===== src/verilog/fss_pkg.sv =====
package fss_pkg;
    // ==========================================
    // register map
    localparam logic [7:0] FSS_ADDR_SUMMARY = 8'h03;
    localparam logic [7:0] FSS_ADDR_OVERLOAD = 8'h04;
    localparam int FSS_CHANNELS = 4;
    // ==========================================
    // summary bit positions
    localparam int FSS_BIT_COMM = 7;
    localparam int FSS_BIT_SUPPLY = 6;
    localparam int FSS_BIT_DEMAG = 5;
    localparam int FSS_BIT_SHORT = 4;
    localparam int FSS_BIT_ABOVE = 3;
    localparam int FSS_BIT_OPEN = 2;
    localparam int FSS_BIT_CLIM = 1;
    localparam int FSS_BIT_OVLD = 0;
    // ==========================================
    // reset values
    localparam logic [7:0] FSS_SUMMARY_RESET = 8'h40;
    localparam logic [3:0] FSS_CHAN_RESET = 4'h0;
endpackage


===== src/verilog/fss_summary.sv =====
`timescale 1ns/1ns
`default_nettype none
// Operation
// - bit 7: OR of enabled communication errors and the unmasked SPI clock count error
// - bit 5: OR of channel demag faults
// - bit 4: OR of short-to-supply faults
// - bit 2: OR of open-wire-off faults
// - bit 1: OR of current-limit flags
// - bit 0: OR of thermal overload flags
// - global thermal shutdown also drives bit 0
// - demag faults always latched, never masked
// - limit/overload flags follow fault latch enable
module fss_summary
    import fss_pkg::*;
#(
    parameter int CHANNELS = fss_pkg::FSS_CHANNELS
) (
    // clock and reset
    input wire logic clk,
    input wire logic rstn,
    // register read port
    input wire logic rd_en,
    input wire logic [7:0] rd_addr,
    output logic [7:0] rd_data,
    // communication error sources and enables
    input wire logic spi_wdog_err,
    input wire logic spi_wdog_en,
    input wire logic sync_wdog_err,
    input wire logic sync_wdog_en,
    input wire logic spi_crc_err,
    input wire logic spi_crc_en,
    input wire logic spi_clk_count_err,
    // supply
    input wire logic supply_error_src,
    input wire logic supply_fault_disable,
    // per-channel conditions
    input wire logic [CHANNELS-1:0] chan_demag_cond,
    input wire logic [CHANNELS-1:0] chan_short_supply,
    input wire logic [CHANNELS-1:0] chan_above_supply,
    input wire logic [CHANNELS-1:0] chan_open_wire,
    input wire logic [CHANNELS-1:0] chan_current_limit_cond,
    input wire logic [CHANNELS-1:0] chan_thermal_overload_cond,
    input wire logic global_thermal_shutdown,
    input wire logic fault_latch_enable,
    input wire logic demag_clear,
    // summary and flags
    output logic [7:0] fault_summary,
    output logic [CHANNELS-1:0] chan_demag_fault,
    output logic [CHANNELS-1:0] chan_current_limit,
    output logic [CHANNELS-1:0] chan_thermal_overload
);
    import fss_pkg::*;
    // ==========================================
    // decode
    wire logic rd_overload = rd_en && (rd_addr == FSS_ADDR_OVERLOAD);
    wire logic rd_summary = rd_en && (rd_addr == FSS_ADDR_SUMMARY);
    // ==========================================
    // per-channel flags
    genvar g;
    generate
        for (g = 0; g < CHANNELS; g++) begin : g_chan
            fss_chan_flag u_demag (
                .clk(clk),
                .rstn(rstn),
                .latch_en(1'b1),
                .hold_always(1'b1),
                .clear_req(demag_clear),
                .cond(chan_demag_cond[g]),
                .flag(chan_demag_fault[g])
            );
            fss_chan_flag u_clim (
                .clk(clk),
                .rstn(rstn),
                .latch_en(fault_latch_enable),
                .hold_always(1'b0),
                .clear_req(rd_overload),
                .cond(chan_current_limit_cond[g]),
                .flag(chan_current_limit[g])
            );
            fss_chan_flag u_ovld (
                .clk(clk),
                .rstn(rstn),
                .latch_en(fault_latch_enable),
                .hold_always(1'b0),
                .clear_req(rd_overload),
                .cond(chan_thermal_overload_cond[g]),
                .flag(chan_thermal_overload[g])
            );
        end
    endgenerate
    // ==========================================
    // summary bits, one cycle after their sources
    wire logic comm_error_any = (spi_wdog_err & spi_wdog_en) | (sync_wdog_err & sync_wdog_en)
        | (spi_crc_err & spi_crc_en) | spi_clk_count_err;
    wire logic supply_error_any = supply_error_src & ~supply_fault_disable;
    wire logic demag_fault_any = |chan_demag_fault;
    wire logic short_to_supply_any = |chan_short_supply;
    wire logic above_supply_any = |chan_above_supply;
    wire logic open_wire_off_any = |chan_open_wire;
    wire logic current_limit_any = |chan_current_limit;
    wire logic thermal_overload_any = (|chan_thermal_overload) | global_thermal_shutdown;
    logic [7:0] next_summary;
    assign next_summary = {comm_error_any, supply_error_any, demag_fault_any, short_to_supply_any,
        above_supply_any, open_wire_off_any, current_limit_any, thermal_overload_any};
    // no write path exists: the summary is read-only
    always_ff @(posedge clk or negedge rstn) begin
        if (!rstn) begin
            fault_summary <= FSS_SUMMARY_RESET;
        end else begin
            fault_summary <= next_summary;
        end
    end
    // ==========================================
    // read data, registered
    // unmapped addresses keep the old word, so a stray read cannot hide a fault
    logic [7:0] next_rd_data;
    wire logic [7:0] overload_word = {chan_current_limit, chan_thermal_overload};
    assign next_rd_data = rd_summary ? fault_summary :
        rd_overload ? overload_word : rd_data;
    always_ff @(posedge clk or negedge rstn) begin
        if (!rstn) begin
            rd_data <= 8'h00;
        end else begin
            rd_data <= next_rd_data;
        end
    end
    // ==========================================
    // checks
    a_comm_bit: assert property (@(posedge clk) disable iff (!rstn)
        (spi_crc_err && spi_crc_en) |=> fault_summary[FSS_BIT_COMM])
        else $error("comm bit missed crc error");
    a_demag_bit: assert property (@(posedge clk) disable iff (!rstn)
        $rose(|chan_demag_fault) |=> fault_summary[FSS_BIT_DEMAG])
        else $error("demag bit missed");
    a_short_bit: assert property (@(posedge clk) disable iff (!rstn)
        1'b1 |=> fault_summary[FSS_BIT_SHORT] == $past(|chan_short_supply))
        else $error("short bit wrong");
    a_open_bit: assert property (@(posedge clk) disable iff (!rstn)
        1'b1 |=> fault_summary[FSS_BIT_OPEN] == $past(|chan_open_wire))
        else $error("open wire bit wrong");
    a_clim_bit: assert property (@(posedge clk) disable iff (!rstn)
        1'b1 |=> fault_summary[FSS_BIT_CLIM] == $past(|chan_current_limit))
        else $error("current limit bit wrong");
    a_ovld_bit: assert property (@(posedge clk) disable iff (!rstn)
        global_thermal_shutdown |=> fault_summary[FSS_BIT_OVLD])
        else $error("shutdown did not raise overload bit");
    a_demag_held: assert property (@(posedge clk) disable iff (!rstn)
        (chan_demag_fault[0] && !demag_clear) |=> chan_demag_fault[0])
        else $error("demag fault dropped without clear");
    a_rt_track: assert property (@(posedge clk) disable iff (!rstn)
        !fault_latch_enable |=> chan_current_limit == $past(chan_current_limit_cond))
        else $error("current limit not real time");
    a_latch_hold: assert property (@(posedge clk) disable iff (!rstn)
        (fault_latch_enable && chan_thermal_overload[0] && !rd_overload) |=> chan_thermal_overload[0])
        else $error("latched overload lost");
    a_above_bit: assert property (@(posedge clk) disable iff (!rstn)
        1'b1 |=> fault_summary[FSS_BIT_ABOVE] == $past(|chan_above_supply))
        else $error("above supply bit wrong");
    // ==========================================
    // summary source checks
    a_comm_wdog: assert property (@(posedge clk) disable iff (!rstn)
        (spi_wdog_err && spi_wdog_en) |=> fault_summary[FSS_BIT_COMM])
        else $error("comm bit missed spi watchdog");
    a_comm_sync: assert property (@(posedge clk) disable iff (!rstn)
        (sync_wdog_err && sync_wdog_en) |=> fault_summary[FSS_BIT_COMM])
        else $error("comm bit missed sync watchdog");
    a_comm_count: assert property (@(posedge clk) disable iff (!rstn)
        spi_clk_count_err |=> fault_summary[FSS_BIT_COMM])
        else $error("comm bit missed clock count");
    a_comm_quiet: assert property (@(posedge clk) disable iff (!rstn)
        (!(spi_wdog_err && spi_wdog_en) && !(sync_wdog_err && sync_wdog_en) && !(spi_crc_err && spi_crc_en)
        && !spi_clk_count_err) |=> !fault_summary[FSS_BIT_COMM])
        else $error("comm bit set with no enabled error");
    a_supply_bit: assert property (@(posedge clk) disable iff (!rstn)
        1'b1 |=> fault_summary[FSS_BIT_SUPPLY] == $past(supply_error_src && !supply_fault_disable))
        else $error("supply bit wrong");
    a_demag_any: assert property (@(posedge clk) disable iff (!rstn)
        1'b1 |=> fault_summary[FSS_BIT_DEMAG] == $past(|chan_demag_fault))
        else $error("demag bit not the channel or");
    a_short_set: assert property (@(posedge clk) disable iff (!rstn)
        (|chan_short_supply) |=> fault_summary[FSS_BIT_SHORT])
        else $error("short bit missed a channel");
    a_ovld_any: assert property (@(posedge clk) disable iff (!rstn)
        1'b1 |=> fault_summary[FSS_BIT_OVLD] == $past((|chan_thermal_overload) || global_thermal_shutdown))
        else $error("overload bit wrong");
    a_ovld_chan: assert property (@(posedge clk) disable iff (!rstn)
        (|chan_thermal_overload) |=> fault_summary[FSS_BIT_OVLD])
        else $error("overload bit missed a channel");
    // ==========================================
    // per-channel flag checks
    a_demag_set: assert property (@(posedge clk) disable iff (!rstn)
        chan_demag_cond[0] |=> chan_demag_fault[0])
        else $error("demag fault not raised");
    a_ovl_rt: assert property (@(posedge clk) disable iff (!rstn)
        !fault_latch_enable |=> chan_thermal_overload == $past(chan_thermal_overload_cond))
        else $error("overload not real time");
    a_clim_hold: assert property (@(posedge clk) disable iff (!rstn)
        (fault_latch_enable && chan_current_limit[0] && !rd_overload) |=> chan_current_limit[0])
        else $error("latched current limit lost");
    a_clim_set: assert property (@(posedge clk) disable iff (!rstn)
        (fault_latch_enable && chan_current_limit_cond[0]) |=> chan_current_limit[0])
        else $error("latched current limit not raised");
    a_latch_set: assert property (@(posedge clk) disable iff (!rstn)
        (fault_latch_enable && chan_thermal_overload_cond[0]) |=> chan_thermal_overload[0])
        else $error("latched overload not raised");
    a_read_clear: assert property (@(posedge clk) disable iff (!rstn)
        (fault_latch_enable && rd_overload && !chan_thermal_overload_cond[0]) |=> !chan_thermal_overload[0])
        else $error("overload not cleared by read");
    // ==========================================
    // read port checks
    a_rd_summary: assert property (@(posedge clk) disable iff (!rstn)
        rd_summary |=> rd_data == $past(fault_summary))
        else $error("summary read data wrong");
    a_rd_overload: assert property (@(posedge clk) disable iff (!rstn)
        rd_overload |=> rd_data == $past({chan_current_limit, chan_thermal_overload}))
        else $error("overload read data wrong");
    a_rd_hold: assert property (@(posedge clk) disable iff (!rstn)
        (!rd_summary && !rd_overload) |=> $stable(rd_data))
        else $error("read data moved without a decoded read");
endmodule
`default_nettype wire


===== src/verilog/fss_chan_flag.sv =====
`timescale 1ns/1ns
`default_nettype none
// one per-channel fault flag: real time or latched until read and condition gone
module fss_chan_flag (
    // clock and reset
    input wire logic clk,
    input wire logic rstn,
    // control
    input wire logic latch_en,
    input wire logic hold_always,
    input wire logic clear_req,
    // condition and flag
    input wire logic cond,
    output logic flag
);
    logic next_flag;
    wire logic latching = latch_en | hold_always;
    // set wins over the read clear, so an event at the clear is kept
    assign next_flag = latching ? (cond | (flag & ~clear_req)) : cond;
    always_ff @(posedge clk or negedge rstn) begin
        if (!rstn) begin
            flag <= 1'b0;
        end else begin
            flag <= next_flag;
        end
    end
endmodule
`default_nettype wire


===== config.mk =====
export PLATFORM = sky130hd
export DESIGN_NAME = fss_summary
export DESIGN_NICKNAME = d
export VERILOG_FILES = /design/src/verilog/fss_pkg.sv /design/src/verilog/fss_summary.sv /design/src/verilog/fss_chan_flag.sv
export SDC_FILE = /design/constraint.sdc
export NUM_CORES = 1
export LEC_CHECK = 0
export BUFFER_PORTS_ARGS = -buffer_cell sky130_fd_sc_hd__buf_2
export CAP_MARGIN = 5
export CORE_UTILIZATION = 27
export CTS_BUF_LIST = sky130_fd_sc_hd__clkbuf_4
export CTS_CLUSTER_DIAMETER = 60
export DETAILED_ROUTE_END_ITERATION = 8
export SYNTH_ARGS = -nofsm -noshare
export SYNTH_HDL_FRONTEND = slang
export SYNTH_SLANG_ARGS = --single-unit

===== constraint.sdc =====
create_clock -name clk -period 2.9 [get_ports clk]
set_input_delay 0.29 -clock clk [delete_from_list [all_inputs] [get_ports clk]]
set_output_delay 0.29 -clock clk [all_outputs]
set_load 0.02 [all_outputs]

==> results of run 1 <==
area by class of cell:
cell class | count | area share, %
flip-flops and latches | 28 | 43.1
clock buffers | 3 | 1.38
clock inverters | 1 | 1.84
repair buffers | 75 | 23.3
inverters | 6 | 1.38
well taps | 52 | 3.99
multi-input cells | 50 | 25.0
metrics by stage:
stage / cells / cell area [µm²] / util [%]
3_3_place_gp: 210 / 1570 / 36.0
4_1_cts: 215 / 1630 / 37.4
6_report: 215 / 1630 / 37.4
3_5_place_dp: 210 / 1570 / 36.0
2_1_floorplan: 96 / 1220 / -
5_1_grt: 215 / 1630 / 37.4
worst paths after layout:
check | to | from | cells after the start
setup reg to reg | fault_summary[1] | g_chan[1].u_clim.flag | 1
hold / removal | fault_summary[6] | supply_fault_disable | 2
setup / recovery | fault_summary[6] | fault_summary[6] | 1
hold reg to reg | rd_data[3] | rd_data[3] | 1
max in group asynchronous | g_chan[3].u_clim.flag | rstn | 2
min in group asynchronous | rd_data[5] | rstn | 2
sequential cells by signal (all words and copies together), names as in the netlist:
register and cells:
fault_summary 8, rd_data 8, g_chan.u_clim.flag 4, g_chan.u_demag.flag 4
g_chan.u_ovld.flag 4
layer usage:
metal / GRT usage [%] / routed length (µm)
met1: 15.4 / 1230
met2: 18.7 / 1240
met3: 3.49 / 205
met4: 4.08 / 7
met5: 0 / 0
logic make-up after synthesis:
kind of cell | count (synthesis) | share of synthesized area [%]
AOI/OAI and AO/OA | 32 | 21.7
and+or+nand+nor | 18 | 11.7
DFF | 28 | 57.4
buffers and inverters | 18 | 9.21
placed cells by master (no fill, tap or decap):
cell type	count
sky130_fd_sc_hd__dfstp_2	1
sky130_fd_sc_hd__nor2b_1	1
sky130_fd_sc_hd__o2bb2ai_1	4
sky130_fd_sc_hd__a31oi_4	1
sky130_fd_sc_hd__nor3_1	1
sky130_fd_sc_hd__dlygate4sd3_1	1
sky130_fd_sc_hd__o211ai_4	1
sky130_fd_sc_hd__nor4b_4	1
sky130_fd_sc_hd__nand3b_1	1
sky130_fd_sc_hd__a21o_1	12
sky130_fd_sc_hd__inv_1	6
sky130_fd_sc_hd__or3b_2	1
sky130_fd_sc_hd__nor3b_4	1
sky130_fd_sc_hd__o22ai_1	4
sky130_fd_sc_hd__clkbuf_4	3
sky130_fd_sc_hd__nor2_1	2
sky130_fd_sc_hd__dfrtp_1	27
sky130_fd_sc_hd__nand2_1	3
sky130_fd_sc_hd__and3b_1	1
sky130_fd_sc_hd__buf_2	74
sky130_fd_sc_hd__a22oi_1	9
sky130_fd_sc_hd__or4_1	5
sky130_fd_sc_hd__bufinv_16	1
sky130_fd_sc_hd__and2_2	1
sky130_fd_sc_hd__a21oi_1	1
power breakdown:
part,internal (µW),switching [µW]
Clock,140,109
Sequential,415,18.4
Combinational,62.0,75.7
Total,617,203
repair_timing:
| item | CTS | global route |
|---|---|---|
| hold endpoints to repair | 27 | 0 |
| hold buffers | 1 | 0 |
| endpoints found under the setup margin | 0 | 0 |
==> metrics list, run 1 <==
* Result of the run: finished, final reports clean
- Setup tns final: 0 ns
* Gate family responsible for the most delay along the worst path: flip-flops
- The final count of hold timing violations is 0.
- The number of nets handed over by synthesis was 143.
* Average wire per cell in the routed design: approximately 12 µm
- At the later pin of the worst-skew pair, clock insertion delay measures approximately 0.32 ns.
- Max-Cap Viols: 0
* Net count of the finished layout: 211
* Final Total Pwr: 819 µW
- For the pin with the worst max-slew slack, the measured transition is 0.615 ns.
* Syn Inst Count: 96
- Summing all flip-flop and latch instances after layout gives about 700 µm².
- Across the routed clock network, the largest skew measured is about 0.0051 ns.
- The worst setup path is launched from a register.
- After synthesis the cells add up to between 1000 and 1500 µm².
- Multi-input gate area in the final layout: just over 400 µm²
- Root Buffer Master: sky130_fd_sc_hd__clkbuf_4
- Core ar.: between 4000 and 5000 µm²
* Path type of the worst setup path: register to output pin
- Share of the clock period used by the worst path: between 40% and 50%
- Time the final worst path needs with I/O delays and setup: between 1 and 1.5 ns
* Fin. max-slew vios: 0
* Leading register cell type out of synthesis: sky130_fd_sc_hd__dfrtp_1
- Worst Hold Slack: approximately 0.064 ns
- After the first detailed-routing iteration, the DRC count stood at 55.
* Worst path required time: between 2 and 3 ns
* Number of unique standard cell types used by synthesis: 22
- Area overhead of the layout relative to synthesis: 33.4%
- Buffers plus inverters on the worst setup path: 1
- The min-delay analysis places its worst path in the category input port to register.
* Die W: just under 70 µm
- Count of final setup violators: 0
* Count of yosys warnings during synthesis: 0
* Via count of the first global-routing pass: 992
- EDFF count, synth: 0
- Antenna violations before repair: 0
- In this run the worst path has a maximum fanout of 2.
* Most area-consuming cells after synthesis: sky130_fd_sc_hd__dfrtp_1 (55%), sky130_fd_sc_hd__a21o_1 (7.4%), sky130_fd_sc_hd__buf_4 (7.4%)
- # fillers: ~420
- The largest total area in the synthesized netlist belongs to sky130_fd_sc_hd__dfrtp_1.
- RSZ-0062 raised after global routing: false
* Syn_area_per_cell: roughly 13 µm²
- Highest clock rate: 759 MHz
* Worst-case setup margin in the final layout: around 1.6 ns
* Maximum clock insertion buffer count: 2
- Deepest level of the CTS H-tree: 1
- The worst register-to-register path has a setup slack of ~1.8 ns.
- Measured against its own limit, the worst slew margin works out to around three fifths.
* # IOs: 75
- After global routing the overflow that remains totals 0.
- Die height: 69.3 µm
* Wire length reported by the detailed router: approximately 2700 µm
- In the post-synthesis netlist, the cell with the most instances is sky130_fd_sc_hd__dfrtp_1.
- Static power due to leakage: about 0.0008 µW
* Via Count: around 990
- On the critical path, the stage with the largest delay is an instance of sky130_fd_sc_hd__dfstp_2.
- Once the floorplan was initialized, standard cells occupied 28.1% of the core.
* Buffers inserted during post-CTS setup optimization: 0
- Port Buf Inserts: 74
- The number of clock buffers added by TritonCTS is 3.
- Sorting the synthesized cells by how often they occur yields sky130_fd_sc_hd__dfrtp_1 (27), sky130_fd_sc_hd__a21o_1 (12), sky130_fd_sc_hd__buf_4 (12).
- Clock-pin slew was measured on the worst setup and hold paths at approximately 0.14 ns.
- The post-route netlist has a little over half of its cells at a drive strength greater than 1.
* Flops & latches, synth: 28
- Traced cell by cell, the critical path runs through buf_2.
- The first detailed-routing pass ran for 4 iterations.
- Maximum single-stage delay on the critical path: 0.56 ns
* Synth async-reset ratio: 100%
- Across every metal layer, demand over resource in global routing totals a little under an eighth.
- Counting every sink on the clock net gives 28.
* Type of destination of the critical path: output pin
- Die Outline Area: a little under 5000 µm²
- Setup WS pre-CTS: 1.47 ns
- Post-DR vias/cell: approximately 4.6
- Pin count of the biggest net entering global routing: 29
- Summing the sequential cell areas from Yosys gives 57.4% of the chip area.
* Worst IR Drop VDD: ~0.00017 V
- DRC violation count after routing: 0
- The number of antenna diodes in the final layout is 0.
- Data arrival time of the worst path: approximately 1 ns
- Post-cts sizing count: 0
- Final RePlAce weighted congestion: around 0.77
- Total power per unit cell area: about 500 nW/µm²
- The detail route stage leaves a number of antenna-violating nets equal to 0.
- Post-detail-place hpwl: 2180 µm
- Num rows: 24
* Global-route wire length before repair: 4550 µm
- Clock tree from TritonCTS: done
* Area share of the largest cell type after synthesis: about 55%
(Power assumes the default switching activity.)
==> run 2, diff against run 1 <==
clock period = 1.1 ns   (was 2.9 ns; I/O delays follow)
==> run 2 against run 1 <==
Against the previous run: the run now ends with negative hold slack, negative setup slack left; clock skew increased by 0.0031 ns; design area rose by 27%; sequential share of layout area down 9.1 points; non-clock buffer count rose by 43; largest power group unchanged; highest routed layer unchanged.
==> metrics list, run 2 (synthesis results as in run 1) <==
- Maximum single-stage delay on the critical path: ~0.58 ns
- Area overhead of the layout relative to synthesis: 68.9%
- Post-detail-place hpwl: about 2300 µm
* Pin count of the biggest net entering global routing: 17
- After detailed routing, the number of vias per cell comes to approximately 4.5.
- The clock drives 28 sinks.
- In this run the number of H-tree levels came out at 1.
- Setup WS pre-CTS: -0.0591 ns
- Port Buf Inserts: 74
- The detailed router placed between 1000 and 1500 vias in this run.
- Switching fraction of total power: 27.2%
- Overflow left after global routing: 0
- TritonCTS built the clock tree.
- Type of destination of the critical path: output pin
* Multi-input gate area in the final layout: slightly above 400 µm²
- # fillers: approximately 410
- In this run the tightest slew margin relative to its limit is 79.6%.
- Largest fanout of any net on the critical path: 2
- Final Total Pwr: roughly 2100 µW
* Worst path required time: approximately 1 ns
- Data arrival time of the worst path: around 1.0 ns
* Root Buffer Master: sky130_fd_sc_hd__clkbuf_4
* Number of optimization iterations in the first detailed-route pass: 4
- The number of antenna diodes in the final layout is 0.
* Levels on crit path: 1
- The die covers ~4800 µm².
- From bottom edge to top edge, the die measures about 69 µm.
- Routability-driven placement finished with a final weighted congestion of 0.783.
- Wire length reported by the detailed router: 3240 µm
- Clock skew after layout: approximately 0.0082 ns
- Leaving out fill and tap cells, the most frequent cell in the layout is sky130_fd_sc_hd__buf_2.
- Result of the run: finished, violations left
- Worst-case setup margin in the final layout: -0.0234 ns
- Counting the buffers created by CTS gives 3.
- For the pin with the worst max-slew slack, the measured transition is roughly 0.30 ns.
- In this run, the combinational gates consume 25.3% of the power.
* Latest clock arrival within the worst-skew pair: about 0.32 ns
- Leaving out fill and tap cells, the most frequent cells in the layout are sky130_fd_sc_hd__buf_2 (69), sky130_fd_sc_hd__dlygate4sd3_1 (31), sky130_fd_sc_hd__dfrtp_1 (27).
* Buffers plus inverters on the worst setup path: 1
- The worst setup path is launched from a register.
- Class of the tightest hold or removal check: input port to register
- For this design the top-level I/O count stands at 75.
- Violation count after the first detailed-route iteration: 21
- Maximum clock insertion buffer count: 2
* Antenna violations before repair: 0
- The final critical path takes up 102% of the cycle.
* Total power per unit cell area: ~1000 nW/µm²
* Time the final worst path needs with I/O delays and setup: ~1.1 ns
- In the final layout, flip-flops and latches occupy approximately 700 µm².
- Per report_power, the clock group accounts for about a fifth of the total.
* Static power due to leakage: 0.000981 µW
- Worst Hold Slack: -0.000428 ns
- Counting tap cells, the placed design contains a total of about 220 instances.
- Worst IR Drop VDD: slightly below 0.0004 V
- Clock slew at the register clock pins of the worst setup and hold paths: ~0.15 ns
- Highest clock rate: ~890 MHz
- Part of the power in registers: a little over half
- Hold Vio Cnt, Final: 1
- Core ar.: between 4000 and 5000 µm²
- Among all stages on the critical path, the largest delay is contributed by sky130_fd_sc_hd__dfstp_2.
- Row generation in the floorplan step produced 24 rows.
- Switching component of the power: ~570 µW
- Cell internal power was estimated by the tool at approximately 1500 µW.
- Across every metal layer, demand over resource in global routing totals between 10% and 20%.
* Fin. max-slew vios: 0
* Hold Crit Depth: 3
- Setup repair after global routing could not meet its margin everywhere.
* Average wire per cell in the routed design: 12.6 µm
* Global-route wire length before repair: 5490 µm
* Die W: about 70 µm
- Proportion of layout cells with a drive suffix above 1: between 40% and 50%
- Grouping stages by cell kind, the critical path spends the most delay in flip-flops.
- Count of final setup violators: 1
- In the routed design, unresolved DRC markers number 0.
- Max-Cap Viols: 0
* R2R depth: 2
- The signal on the critical path passes through buf_6.
- Largest registers: fault_summary x8, rd_data x8
- Final instance count without filler cells: around 260
* Starting utilization of the core area: roughly 28%
- Failing checks: negative hold slack, negative setup slack
* Net count of the finished layout: ~250
- The worst setup path is of the register to output pin kind.
- The number of global-route vias before repair came to about 1300.
* Number of nets with antenna violations after routing: 0
-- run 2: cell types whose count changed in the layout (fill, tap and decap cells not counted) --
| cell | previous run | this run |
|---|---|---|
| sky130_fd_sc_hd__buf_12 | 0 | 1 |
| sky130_fd_sc_hd__buf_2 | 74 | 69 |
| sky130_fd_sc_hd__buf_4 | 0 | 8 |
| sky130_fd_sc_hd__buf_6 | 0 | 9 |
| sky130_fd_sc_hd__bufinv_16 | 1 | 0 |
| sky130_fd_sc_hd__clkinv_1 | 0 | 1 |
| sky130_fd_sc_hd__dlygate4sd3_1 | 1 | 31 |
| sky130_fd_sc_hd__or4_1 | 5 | 4 |
| sky130_fd_sc_hd__or4_4 | 0 | 1 |
-- run 2: what timing repair did --
| action | 4_1_cts | 5_1_grt |
|---|---|---|
| setup buffers | 1 | 3 |
| hold buffers | 31 | 0 |
| resized for setup | 14 | 1 |
| hold endpoints to repair | 46 | 0 |
| setup endpoints to repair | 5 | 9 |
-- run 2: metal layers --
layer  global-route usage (%)  up-vias  wire [µm]
met4                     3.40        0          7
met2                     26.3       44       1670
met3                     3.34        2        198
li1                         -      560          -
met5                        0        -          0
met1                     16.1      543       1370
-- run 2: worst paths after layout --
check / startpoint / end / slack [ns]
setup / recovery: fault_summary[6] / fault_summary[6] / -0.02
hold / removal: spi_crc_en / fault_summary[7] / -0.0004
setup reg to reg: g_chan[3].u_clim.flag / fault_summary[1] / 0
hold reg to reg: g_chan[0].u_clim.flag / fault_summary[1] / 0.50
max in group asynchronous: rstn / rd_data[3] / 0.52
min in group asynchronous: rstn / g_chan[1].u_ovld.flag / 0.18
-- run 2: layout make-up --
| class | instances | share of cell area [%] |
|---|---|---|
| flip-flops and latches | 28 | 34.0 |
| clock buffers | 3 | 1.09 |
| inverters | 6 | 1.09 |
| repair buffers | 118 | 40.5 |
| multi-input cells | 50 | 19.9 |
| well taps | 52 | 3.15 |
| clock inverters | 1 | 0.182 |
-- run 2: through the flow --
step                instance area [µm²]  TNS, ns  utilization, %
floorplan                          1220        0               -
global placement                   1650   -0.404            37.8
detailed placement                 1650   -0.509            37.8
CTS                                2040  -0.0313            46.8
global route                       2060   -0.213            47.4
finish                             2060  -0.0234            47.4
-- run 2: power by group through the flow --
| stage | registers [µW] | logic, µW | clock network [µW] |
|---|---|---|---|
| floorplan | 1190 | 181 | 0 |
| global placement | 1160 | 400 | 0 |
| CTS | 1140 | 516 | 441 |
| global route | 1150 | 573 | 476 |
| detailed placement | 1160 | 405 | 0 |
| finish | 1140 | 529 | 422 |
